**src/verilog/uart_mp_pkg.sv**
```systemverilog
package uart_mp_pkg;

    // register byte offsets on the wishbone slave
    localparam logic [4:0] CTRL_OFS = 5'h00;
    localparam logic [4:0] STATUS_OFS = 5'h04;
    localparam logic [4:0] MASK_OFS = 5'h08;
    localparam logic [4:0] BAUD_OFS = 5'h0C;
    localparam logic [4:0] DATA_OFS = 5'h10;

    // bit positions inside the status and mask registers
    localparam int RX_DONE_BIT = 0;
    localparam int TX_DONE_BIT = 1;

    // reset values
    localparam logic [15:0] BAUD_RESET = 16'h0036;
    localparam logic [1:0] MASK_RESET = 2'h0;

    // oversampling: sixteen baud ticks per bit, centre at the eighth
    localparam logic [3:0] OS_LAST = 4'hF;
    localparam logic [3:0] RX_MID = 4'h7;

    // bits still to send after the start bit (data, optional ninth, stop)
    localparam logic [3:0] TX_BITS_8 = 4'h9;
    localparam logic [3:0] TX_BITS_9 = 4'hA;
    localparam logic [3:0] TX_STOP_LEFT = 4'h1;

    // index of the last data bit sampled by the receiver
    localparam logic [3:0] RX_LAST_8 = 4'h7;
    localparam logic [3:0] RX_LAST_9 = 4'h8;

    // control register layout, bit 7 down to bit 0; flag bits read only
    typedef struct packed {
        logic frame_mode_select;
        logic rsvd6;
        logic multiproc_enable;
        logic rx_enable;
        logic tx_ninth_bit;
        logic rx_ninth_bit;
        logic tx_done_flag;
        logic rx_done_flag;
    } ctrl_t;

    // one received character as handed from the receiver
    typedef struct packed {
        logic [7:0] data;
        logic ninth;
        logic stop;
    } rx_char_t;

    typedef enum logic [1:0] {RX_IDLE, RX_START, RX_DATA, RX_STOP} rx_state_t;

endpackage

```
**src/verilog/uart_mp_rx.sv**
```systemverilog
`timescale 1ns/1ps
module uart_mp_rx import uart_mp_pkg::*; (
    // clock and reset
    input wire logic clk_i,
    input wire logic rst_n_i,
    // timing, control and synchronised line
    input wire logic tick_i,
    input wire logic enable_i,
    input wire logic nine_i,
    input wire logic rx_i,
    // received character
    output logic valid_o,
    output rx_char_t char_o
);
    rx_state_t state_reg;
    logic [3:0] os_reg;
    logic [3:0] idx_reg;
    logic [8:0] shift_reg;
    logic prev_reg;
    logic valid_reg;
    rx_char_t char_reg;

    wire centre = tick_i & (os_reg == OS_LAST);
    wire [3:0] last_idx = nine_i ? RX_LAST_9 : RX_LAST_8;

    // falling edge, then sample at mid bit
    always_ff @(posedge clk_i or negedge rst_n_i) begin
        if (!rst_n_i) begin
            state_reg <= RX_IDLE;
            os_reg <= 4'h0;
            idx_reg <= 4'h0;
            shift_reg <= 9'h000;
            prev_reg <= 1'b1;
            valid_reg <= 1'b0;
            char_reg <= '0;
        end else begin
            prev_reg <= rx_i;
            valid_reg <= 1'b0;
            if (tick_i) begin
                os_reg <= os_reg + 4'h1;
            end
            if (!enable_i) begin
                state_reg <= RX_IDLE;
            end else begin
                case (state_reg)
                    RX_IDLE: begin
                        if (prev_reg && !rx_i) begin
                            state_reg <= RX_START;
                            os_reg <= 4'h0;
                        end
                    end
                    RX_START: begin
                        // a glitch shorter than half a bit is dropped
                        if (tick_i && os_reg == RX_MID) begin
                            state_reg <= rx_i ? RX_IDLE : RX_DATA;
                            os_reg <= 4'h0;
                            idx_reg <= 4'h0;
                        end
                    end
                    RX_DATA: begin
                        if (centre) begin
                            shift_reg <= {rx_i, shift_reg[8:1]};
                            idx_reg <= idx_reg + 4'h1;
                            if (idx_reg == last_idx) begin
                                state_reg <= RX_STOP;
                            end
                        end
                    end
                    RX_STOP: begin
                        if (centre) begin
                            char_reg.data <= nine_i ? shift_reg[7:0] : shift_reg[8:1];
                            char_reg.ninth <= nine_i ? shift_reg[8] : rx_i;
                            char_reg.stop <= rx_i;
                            valid_reg <= 1'b1;
                            state_reg <= RX_IDLE;
                        end
                    end
                    default: begin
                        state_reg <= RX_IDLE;
                    end
                endcase
            end
        end
    end

    assign valid_o = valid_reg;
    assign char_o = char_reg;
endmodule

```
**src/verilog/uart_mp_serial_port.sv**
```systemverilog
// Operation
// - one control bit picks 8-bit or 9-bit framing both ways
// - 8-bit frame is start, eight data bits lsb first, stop
// - accepted character loads buffer; ninth bit, or stop bit in 8-bit mode, copied into received ninth flag
// - writing the data register while the transmitter is idle starts transmission of that byte
// - transmit done flag sets as the stop bit begins
// - receiver works only while receive enable is one
// - accept only with receive flag clear and, under multiproc, bit one
// - on overrun the buffer keeps the first unread byte
// - rejected character changes nothing; accepted one sets receive flag
// - interrupt when an enabled transmit or receive flag is set
// - multiproc mode flags only characters whose ninth bit, or stop bit in 8-bit mode, is one
`timescale 1ns/1ps
module uart_mp_serial_port import uart_mp_pkg::*; (
    // clock and reset
    input wire logic CLK_I,
    input wire logic RST_N_I,
    // wishbone classic slave
    input wire logic WB_CYC_I,
    input wire logic WB_STB_I,
    input wire logic WB_WE_I,
    input wire logic [4:0] WB_ADR_I,
    input wire logic [3:0] WB_SEL_I,
    input wire logic [31:0] WB_DAT_I,
    output logic [31:0] WB_DAT_O,
    output logic WB_ACK_O,
    // serial line
    input wire logic SERIAL_RX_PIN_I,
    output logic SERIAL_TX_PIN_O,
    // interrupt
    output logic IRQ_O
);
    // byte-lane merge of a write into an old word
    function automatic logic [31:0] lane_merge(input logic [31:0] old_w,
                                               input logic [31:0] new_w,
                                               input logic [3:0] sel);
        logic [31:0] res;
        res = old_w;
        for (int i = 0; i < 4; i++) begin
            if (sel[i]) begin
                res[i*8 +: 8] = new_w[i*8 +: 8];
            end
        end
        return res;
    endfunction

    ctrl_t ctrl_reg;
    ctrl_t ctrl_view;
    logic [1:0] status_reg;
    logic [1:0] status_next;
    logic [1:0] mask_reg;
    logic [15:0] baud_reg;
    logic [15:0] baud_cnt_reg;
    logic tick_reg;
    logic [7:0] rx_buf_reg;
    logic rx_ninth_reg;
    logic [1:0] rx_sync_reg;
    logic ack_reg;
    logic [31:0] dat_o_reg;
    logic [31:0] rd_word;

    // bus decode
    wire bus_req = WB_CYC_I & WB_STB_I;
    wire wr_fire = bus_req & WB_WE_I & ack_reg;
    wire hit_ctrl = (WB_ADR_I == CTRL_OFS);
    wire hit_status = (WB_ADR_I == STATUS_OFS);
    wire hit_mask = (WB_ADR_I == MASK_OFS);
    wire hit_baud = (WB_ADR_I == BAUD_OFS);
    wire hit_data = (WB_ADR_I == DATA_OFS);

    // merged write words for the byte-lane registers
    wire [31:0] ctrl_wr = lane_merge({24'h000000, ctrl_view}, WB_DAT_I, WB_SEL_I);
    wire [31:0] mask_wr = lane_merge({30'h00000000, mask_reg}, WB_DAT_I, WB_SEL_I);
    wire [31:0] baud_wr = lane_merge({16'h0000, baud_reg}, WB_DAT_I, WB_SEL_I);

    // receiver and transmitter links
    wire rx_line = rx_sync_reg[1];
    wire rx_valid;
    rx_char_t rx_char;
    wire tx_busy;
    wire tx_done_pulse;

    // a data write loads the transmitter
    wire tx_start = wr_fire & hit_data & WB_SEL_I[0];

    // the bit that multiproc mode checks is the ninth or the stop bit
    // ninth bit zero is dropped while multiproc is set
    wire gate_bit = ctrl_reg.frame_mode_select ? rx_char.ninth : rx_char.stop;
    wire rx_accept = rx_valid & ~status_reg[RX_DONE_BIT] &
                     (~ctrl_reg.multiproc_enable | gate_bit);

    // write-one-to-clear; a hardware set in the same cycle wins
    wire [1:0] clr_bits = (wr_fire & hit_status & WB_SEL_I[0]) ? WB_DAT_I[1:0] : 2'h0;
    wire [1:0] set_bits = {tx_done_pulse, rx_accept};

    assign status_next = (status_reg & ~clr_bits) | set_bits;

    // control register view with read-only status mirrored in
    always_comb begin
        ctrl_view = ctrl_reg;
        ctrl_view.rsvd6 = 1'b0;
        ctrl_view.rx_ninth_bit = rx_ninth_reg;
        ctrl_view.tx_done_flag = status_reg[TX_DONE_BIT];
        ctrl_view.rx_done_flag = status_reg[RX_DONE_BIT];
    end

    // read mux; unmapped offsets answer with zero
    always_comb begin
        rd_word = 32'h00000000;
        case (1'b1)
            hit_ctrl: rd_word = {24'h000000, ctrl_view};
            hit_status: rd_word = {30'h00000000, status_reg};
            hit_mask: rd_word = {30'h00000000, mask_reg};
            hit_baud: rd_word = {16'h0000, baud_reg};
            hit_data: rd_word = {23'h000000, tx_busy, rx_buf_reg};
            default: rd_word = 32'h00000000;
        endcase
    end

    // single wait state: ack one cycle after the request, dropped after one
    always_ff @(posedge CLK_I or negedge RST_N_I) begin
        if (!RST_N_I) begin
            ack_reg <= 1'b0;
            dat_o_reg <= 32'h00000000;
        end else begin
            ack_reg <= bus_req & ~ack_reg;
            if (bus_req && !ack_reg) begin
                dat_o_reg <= rd_word;
            end
        end
    end

    // mode bit steers both directions
    // control, mask and baud registers
    always_ff @(posedge CLK_I or negedge RST_N_I) begin
        if (!RST_N_I) begin
            ctrl_reg <= '0;
            mask_reg <= MASK_RESET;
            baud_reg <= BAUD_RESET;
        end else if (wr_fire) begin
            if (hit_ctrl) begin
                ctrl_reg.frame_mode_select <= ctrl_wr[7];
                ctrl_reg.multiproc_enable <= ctrl_wr[5];
                ctrl_reg.rx_enable <= ctrl_wr[4];
                ctrl_reg.tx_ninth_bit <= ctrl_wr[3];
            end
            if (hit_mask) begin
                mask_reg <= mask_wr[1:0];
            end
            if (hit_baud) begin
                baud_reg <= baud_wr[15:0];
            end
        end
    end

    // baud tick at sixteen times the bit rate
    always_ff @(posedge CLK_I or negedge RST_N_I) begin
        if (!RST_N_I) begin
            baud_cnt_reg <= 16'h0000;
            tick_reg <= 1'b0;
        end else begin
            tick_reg <= (baud_cnt_reg == baud_reg);
            baud_cnt_reg <= (baud_cnt_reg >= baud_reg) ? 16'h0000 : baud_cnt_reg + 16'h0001;
        end
    end

    // line input is asynchronous, so two flops before the receiver
    always_ff @(posedge CLK_I or negedge RST_N_I) begin
        if (!RST_N_I) begin
            rx_sync_reg <= 2'h3;
        end else begin
            rx_sync_reg <= {rx_sync_reg[0], SERIAL_RX_PIN_I};
        end
    end

    // receive flag set and buffer loaded only on acceptance
    // overrun leaves the unread byte in place
    // data to buffer, checked bit to received ninth flag
    // ninth bit, or stop bit in 8-bit mode, kept in the received ninth flag
    always_ff @(posedge CLK_I or negedge RST_N_I) begin
        if (!RST_N_I) begin
            status_reg <= 2'h0;
            rx_buf_reg <= 8'h00;
            rx_ninth_reg <= 1'b0;
        end else begin
            status_reg <= status_next;
            if (rx_accept) begin
                rx_buf_reg <= rx_char.data;
                rx_ninth_reg <= gate_bit;
            end
        end
    end

    assign IRQ_O = |(status_reg & mask_reg);
    assign WB_ACK_O = ack_reg;
    assign WB_DAT_O = dat_o_reg;

    // transmitter
    uart_mp_tx uart_mp_tx_inst (
        .clk_i(CLK_I),
        .rst_n_i(RST_N_I),
        .tick_i(tick_reg),
        .start_i(tx_start),
        .data_i(WB_DAT_I[7:0]),
        .nine_i(ctrl_reg.frame_mode_select),
        .ninth_i(ctrl_reg.tx_ninth_bit),
        .tx_o(SERIAL_TX_PIN_O),
        .busy_o(tx_busy),
        .done_o(tx_done_pulse)
    );

    // receiver
    uart_mp_rx uart_mp_rx_inst (
        .clk_i(CLK_I),
        .rst_n_i(RST_N_I),
        .tick_i(tick_reg),
        .enable_i(ctrl_reg.rx_enable),
        .nine_i(ctrl_reg.frame_mode_select),
        .rx_i(rx_line),
        .valid_o(rx_valid),
        .char_o(rx_char)
    );

    // assertion helpers: clocks spent busy and the framing latched at the
    // write, since software may change the mode while a frame is going out
    logic [8:0] tx_span_reg;
    logic tx_nine_reg;
    always_ff @(posedge CLK_I or negedge RST_N_I) begin
        if (!RST_N_I) begin
            tx_span_reg <= 9'h000;
            tx_nine_reg <= 1'b0;
        end else if (tx_start && !tx_busy) begin
            tx_span_reg <= 9'h000;
            tx_nine_reg <= ctrl_reg.frame_mode_select;
        end else if (tx_busy) begin
            tx_span_reg <= tx_span_reg + 9'h001;
        end
    end

    // busy length with a tick on every clock: frame bits times sixteen
    wire [8:0] span_8 = {1'b0, TX_BITS_8 + 4'h1, 4'h0};
    wire [8:0] span_9 = {1'b0, TX_BITS_9 + 4'h1, 4'h0};
endmodule

```
**src/verilog/uart_mp_tx.sv**
```systemverilog
`timescale 1ns/1ps
module uart_mp_tx import uart_mp_pkg::*; (
    // clock and reset
    input wire logic clk_i,
    input wire logic rst_n_i,
    // timing and control
    input wire logic tick_i,
    input wire logic start_i,
    input wire logic [7:0] data_i,
    input wire logic nine_i,
    input wire logic ninth_i,
    // line and status
    output logic tx_o,
    output logic busy_o,
    output logic done_o
);
    logic [9:0] shift_reg;
    logic [3:0] left_reg;
    logic [3:0] os_reg;
    logic busy_reg;
    logic tx_reg;
    logic done_reg;

    // a bit boundary falls every sixteenth baud tick
    wire boundary = busy_reg & tick_i & (os_reg == OS_LAST);
    wire [9:0] frame = nine_i ? {1'b1, ninth_i, data_i} : {2'b11, data_i};

    always_ff @(posedge clk_i or negedge rst_n_i) begin
        if (!rst_n_i) begin
            shift_reg <= 10'h3FF;
            left_reg <= 4'h0;
            os_reg <= 4'h0;
            busy_reg <= 1'b0;
            tx_reg <= 1'b1;
            done_reg <= 1'b0;
        end else begin
            done_reg <= 1'b0;
            if (start_i && !busy_reg) begin
                shift_reg <= frame;
                left_reg <= nine_i ? TX_BITS_9 : TX_BITS_8;
                os_reg <= 4'h0;
                busy_reg <= 1'b1;
                tx_reg <= 1'b0;
            end else if (busy_reg && tick_i) begin
                os_reg <= os_reg + 4'h1;
                if (boundary && left_reg == 4'h0) begin
                    busy_reg <= 1'b0;
                end else if (boundary) begin
                    tx_reg <= shift_reg[0];
                    shift_reg <= {1'b1, shift_reg[9:1]};
                    left_reg <= left_reg - 4'h1;
                    // done as the stop bit begins
                    done_reg <= (left_reg == TX_STOP_LEFT);
                end
            end
        end
    end

    assign tx_o = tx_reg;
    assign busy_o = busy_reg;
    assign done_o = done_reg;
endmodule
```
**config.mk**
```make
export PLATFORM = sky130hd
export DESIGN_NAME = uart_mp_serial_port
export DESIGN_NICKNAME = d
export VERILOG_FILES = /design/src/verilog/uart_mp_pkg.sv /design/src/verilog/uart_mp_rx.sv /design/src/verilog/uart_mp_serial_port.sv /design/src/verilog/uart_mp_tx.sv
export SDC_FILE = /design/constraint.sdc
export NUM_CORES = 1
export LEC_CHECK = 0
export ABC_AREA = 1
export BUFFER_PORTS_ARGS = -buffer_cell sky130_fd_sc_hd__buf_4
export CAP_MARGIN = 20
export CORE_ASPECT_RATIO = 0.9
export CORE_MARGIN = 2
export CORE_UTILIZATION = 50
export CTS_CLUSTER_DIAMETER = 50
export DETAILED_ROUTE_END_ITERATION = 6
export PLACE_DENSITY = 0.81
export SYNTH_ARGS = -nofsm -noshare
export SYNTH_HDL_FRONTEND = slang
export SYNTH_SLANG_ARGS = --single-unit
export TNS_END_PERCENT = 20
```
**constraint.sdc**
```tcl
create_clock -name CLK_I -period 2.3 [get_ports CLK_I]
set_clock_uncertainty 0.05 [all_clocks]
set_input_delay 0.575 -clock CLK_I [delete_from_list [all_inputs] [get_ports CLK_I]]
set_output_delay 0.575 -clock CLK_I [all_outputs]
set_load 0.05 [all_outputs]
```
-- Yosys cells after proc, flatten, opt, wreduce, memory -nomap -nowiden
Cells that the tools add are included.
- add/sub/neg operators: 5
- multipliers: 0
- divide/modulo/power cells: 0
- $lt $le $gt $ge: 1
- equal/unequal tests: 21
- shift-type cells: 0
- muxes and demuxes: 53
- bitwise logic cells: 21
- reduce and logical (&&, ||, !) cells: 27
- operators by type and width (kind ; count):
    $mux 16 ; 5
    $mux 4 ; 13
    $mux 10 ; 4
    $reduce_and 3->1 ; 7
    $mux 2 ; 9
    $mux 9 ; 2
    $add 16x1->16 const B ; 1
    $eq 16x16->1 ; 1
    $ge 16x16->1 ; 1
    $mux 1 ; 16
    $pmux 4 s2 ; 2
    $ne 3x2->1 const B ; 5
    $and 1x1->1 ; 13
    $add 4x1->4 const B ; 3
    $eq 5x4->1 const B ; 2
    $eq 4x4->1 const B ; 2
    $mux 8 ; 1
    $pmux 2 s4 ; 1
    $reduce_bool 2->1 ; 4
    $logic_and 1x1->1 ; 6
    $eq 5x3->1 const B ; 1
    $eq 5x5->1 const B ; 1
    $logic_not 5->1 ; 1
    $reduce_and 5->1 ; 1
    other kinds (19) ; 26
- flip-flop bits (word level): 137
- latch bits: 0
- bits in writable memories: 0
- memory bits (read-only): 0
- bits of input ports: 47
- output and inout bits: 35
- word-level logic and storage cells: 158
- memories: 0

-- Longest topological paths before layout
- word-level depth: 9
- gate-level depth with buffers: 13
- gate-level depth less buffers: 12

-- Hierarchy
A second synthesis with hierarchy kept.
- cell total of the unflattened synthesis: 768
- area, all modules: 6351.1 µm²
- modules (own cells, without submodules) (module ; instances ; cells an instance ; area an instance (µm²) ; sequential area each (µm²)):
    uart_mp_serial_port ; 1 ; 444 ; 3679.8 ; 1734.2
    uart_mp_rx ; 1 ; 183 ; 1586.5 ; 777.0
    uart_mp_tx ; 1 ; 141 ; 1084.8 ; 513.0

-- Worst setup path before layout
No wires, ideal clock.
- path kind: reg-to-output
- start: register mask_reg[0]
- end: output port IRQ_O
- arrival time: 1146 ps
- required time: 1675 ps
- slack: 529 ps
- stages on the path, launching flop included: 3
- path buffers: 0
- cell sequence: dfrtp_1 > inv_1 > o22ai_1
- longest elaborated chain between the ends: 2
- RTL lines (what ; RTL line ; source):
    start, declared ; uart_mp_serial_port.sv:51 ; logic [1:0] mask_reg;
    start signal, assigned ; uart_mp_serial_port.sv:148 ; mask_reg <= mask_wr[1:0];
    $and 2x2->2 ; uart_mp_serial_port.sv:194 ; assign IRQ_O = |(status_reg & mask_reg);
    $reduce_or 2->1 ; uart_mp_serial_port.sv:194 ;
    end, declared ; uart_mp_serial_port.sv:31 ; output logic IRQ_O
Every way passes these cells.

-- Worst setup path in the final report
- start: register status_reg[0]
- end: output port IRQ_O
- longest elaborated chain between the ends: 2
- RTL lines (what ; RTL line ; source):
    start, declared ; uart_mp_serial_port.sv:49 ; logic [1:0] status_reg;
    start signal, assigned ; uart_mp_serial_port.sv:186 ; status_reg <= status_next;
    $and 2x2->2 ; uart_mp_serial_port.sv:194 ;
    $reduce_or 2->1 ; uart_mp_serial_port.sv:194 ;
Every way passes these cells.

==> flow_metrics.py <==
metrics = {
    "finish": {
        "nets": 874,
        "drive_above_1_share_pct": 14.86,
        "antennaDiodeCount": 0,
        "stdcell_area_um2": 7345,
        "area_growth_syn_to_layout_pct": 18.92,
    },
    "clock_network": {
        "cts_hold_buf": 0,
        "clock-sinks": 120,
        "clockRootBuffer": "clkbuf_16",
        "cts_tree": "built",
        "post_cts_resize_count": 0,
        "post-cts-setup-buffer-count": 0,
        "cts_inserted_buffers": 17,
        "clk_latency_ns": 0.41,
        "ctsLongestPathBuffers": 2,
        "clk_pin_slew_worst_paths_ns": 0.05,
        "h-tree-depth": 4,
    },
    "critical_path": {
        "end_kind": "output pin",
        "timing.rr.start": "uart_mp_tx_inst.left_reg[0]",
        "timing.rr.end": "uart_mp_tx_inst.shift_reg[8]",
        "max_stage_delay_ns": 0.37,
        "reg2reg_slack_ns": 0.36,
        "cp_cell_sequence": "inv_1, o22ai_1, buf_4",
        "cp_max_fo": 3,
        "startpoint": "status_reg[0]",
        "cp-start-kind": "register",
        "path_class": "register to output pin",
        "worstPathRequired_ns": 1.67,
        "crit_slowest_cell": "dfrtp_1",
        "worstPathArrival_ns": 1.32,
        "worstRegToRegCells": 7,
    },
    "global_route": {
        "grt_max_degree": 55,
        "grt_pass1_vias": 4829,
        "overflow": 0,
        "grt_usage_pct": 21.95,
        "antenna_found_initial": 0,
        "grt_pass1_wl_mm": 22.65,
    },
    "drt": {
        "wl_mm": 13.47,
        "vias": 5091,
        "drc": 0,
        "via_per_inst": 5.227,
        "wl_per_cell_um": 13.83,
        "drtIter0Drc": 350,
        "drt_pre_antenna_iters": 5,
        "ant_nets": 0,
    },
    "placement": {
        "port_buffers": 47,
        "hpwlAfterDp_mm": 9.650,
        "postPlaceCellArea_um2": 6688,
        "gp_congestion": 0.8686,
    },
    "synth": {
        "syn_area_um2": 6176,
        "synth_fa_ha_area_share_pct": 5.267,
        "synth_top_family_by_area": "simple AND/OR/NAND/NOR gates",
        "ys_seq_area_share_pct": 48.97,
        "ys_ff_latch": 120,
        "synth_top_area_share_pct": 41.73,
        "synth-compound-area-share_pct": 11.30,
        "synthMuxAreaShare_pct": 0.1621,
        "ys.warnings.count": 0,
        "synth_area_per_cell_um2": 8.323,
        "yosysTopAreaCell": "dfrtp_1",
        "synthSimpleGateAreaFrac_pct": 22.81,
        "ys_types": 38,
        "synth_area_leaders": "dfrtp_1, nand2_1, dfstp_2",
        "syn_inst": 742,
        "synthXorXnorAreaFrac_pct": 2.269,
    },
    "flow_run": {
        "maxCapViolations": 0,
    },
    "timing": {
        "max_freq_ghz": 0.5139,
        "worst_pin_slew_ns": 0.6710,
        "setup_viol": 0,
        "slew_headroom_pct": 55.26,
        "min_period_ns": 1.946,
        "rsz0062_at_grt": "no",
        "fin_tns_setup_ns": 0,
        "period_share_pct": 84.61,
        "maxSlewViolCount": 0,
        "hold_viol": 0,
    },
    "power_and_ir_drop": {
        "p_leak_uw": 0.003439,
        "p_comb_share_pct": 13.7,
        "internal_power_uw": 4688,
        "clkPwrFrac_pct": 46.8,
        "p_sw_uw": 1585,
        "max-vdd-ir-drop_mv": 0.4966,
        "swShare_pct": 25.27,
        "p_per_area_nw_per_um2": 854.1,
        "p_seq_share_pct": 39.5,
    },
    "status": {
        "status": "finished clean",
    },
    "worst_hold_path": {
        "hp-class": "input pin to asynchronous set/reset pin",
    },
    "die": {
        "chipWidth_um": 121.2,
        "start_util_pct": 51.14,
        "rows": 38,
        "dieArea_um2": 13260,
        "die_h_um": 109.4,
        "ios": 82,
        "core_um2": 12080,
    },
}
-- cell usage in the layout (no fill, tap or decap), types with 16 or more instances in the layout --
| master | n |
|---|---|
| nand2_1 | 165 |
| dfrtp_1 | 103 |
| nor2_1 | 72 |
| nand3_1 | 58 |
| inv_1 | 93 |
| o21ai_0 | 78 |
| dfstp_2 | 17 |
| ha_1 | 26 |
| clkbuf_16 | 17 |
| buf_4 | 57 |
| conb_1 | 16 |
-- worst max path at each step --
stage / to / slack, ns / cells after the start
6_report: IRQ_O / 0.35 / 3
5_1_grt: uart_mp_tx_inst.shift_reg[8] / 0.16 / 7
3_5_place_dp: uart_mp_tx_inst.left_reg[1] / 0.32 / 7
2_1_floorplan: IRQ_O / 0.53 / 2
3_3_place_gp: uart_mp_tx_inst.left_reg[1] / 0.37 / 7
4_1_cts: IRQ_O / 0.33 / 3
-- cell type report --
cell class,instances,area [µm²]
sequential,120,3024
clock buffer,24,491.7
tap,160,200.2
timing repair buffer,59,467.9
fill,1056,4732
multi-input combinational,509,2643
clock inverter,8,165.2
inverter,94,352.8
-- synth_stat cells, drive strengths merged --
cell type / count
clkinv: 1
ha: 26
or2: 3
nor3: 3
clkbuf: 6
dfstp: 17
nand2: 168
nand3: 60
o211ai: 12
inv: 93
conb: 1
nor4: 1
buf: 28
a21boi: 1
and3b: 1
xnor2: 5
a21oi: 12
a31oi: 1
a21o: 2
dfrtp: 103
o21ai: 86
nor2: 77
nor3b: 1
nand4: 11
o21bai: 10
mux2i: 1
o22ai: 1
xor2: 11
-- worst max-delay path, delay by kind of cell, from the launching register on --
family | cells | cell delay, ns
buffers and inverters | 2 | 0.32
AO/OA/AOI/OAI | 1 | 0.21
flip-flops | 1 | 0.37
-- metal layers --
layer | wire [µm] | up-vias | track usage (%)
met5 | 0 | - | 0
met4 | 194 | 0 | 8.046
met3 | 916 | 23 | 7.261
met2 | 6115 | 169 | 33.39
met1 | 6246 | 2407 | 29.49
li1 | - | 2492 | -
-- kinds of logic after synthesis --
| group | Yosys count |
|---|---|
| muxes | 1 |
| xor gates and xnor gates | 16 |
| adders and majority gates | 26 |
| and+or+nand+nor | 325 |
| other | 1 |
| buffers and inverters | 128 |
| DFF | 120 |
| AOI/OAI and AO/OA | 125 |
-- per-stage QoR --
| step | total power [µW] | instances | hold slack, ns | util, % | setup slack, ns |
|---|---|---|---|---|---|
| CTS | 6303 | 974 | 0.06716 | 60.82 | 0.3290 |
| finish | 6273 | 974 | 0.06054 | 60.82 | 0.3541 |
| global placement | 3311 | 942 | 0.2966 | 55.38 | 0.3706 |
| global route | 6562 | 974 | 0.08137 | 60.82 | 0.1602 |
| floorplan | 3127 | 757 | 0.2294 | - | 0.5288 |
| detailed placement | 3368 | 942 | 0.2968 | 55.38 | 0.3215 |
-- power groups by stage --
stage	clock network, µW	registers, µW	logic, µW
after detailed placement	0	2500	865
final	2940	2470	862
after global placement	0	2490	821
after floorplan	0	2490	638
after CTS	2960	2470	870
after global routing	3080	2500	985
Note: power is estimated with default switching activity, not from simulation.
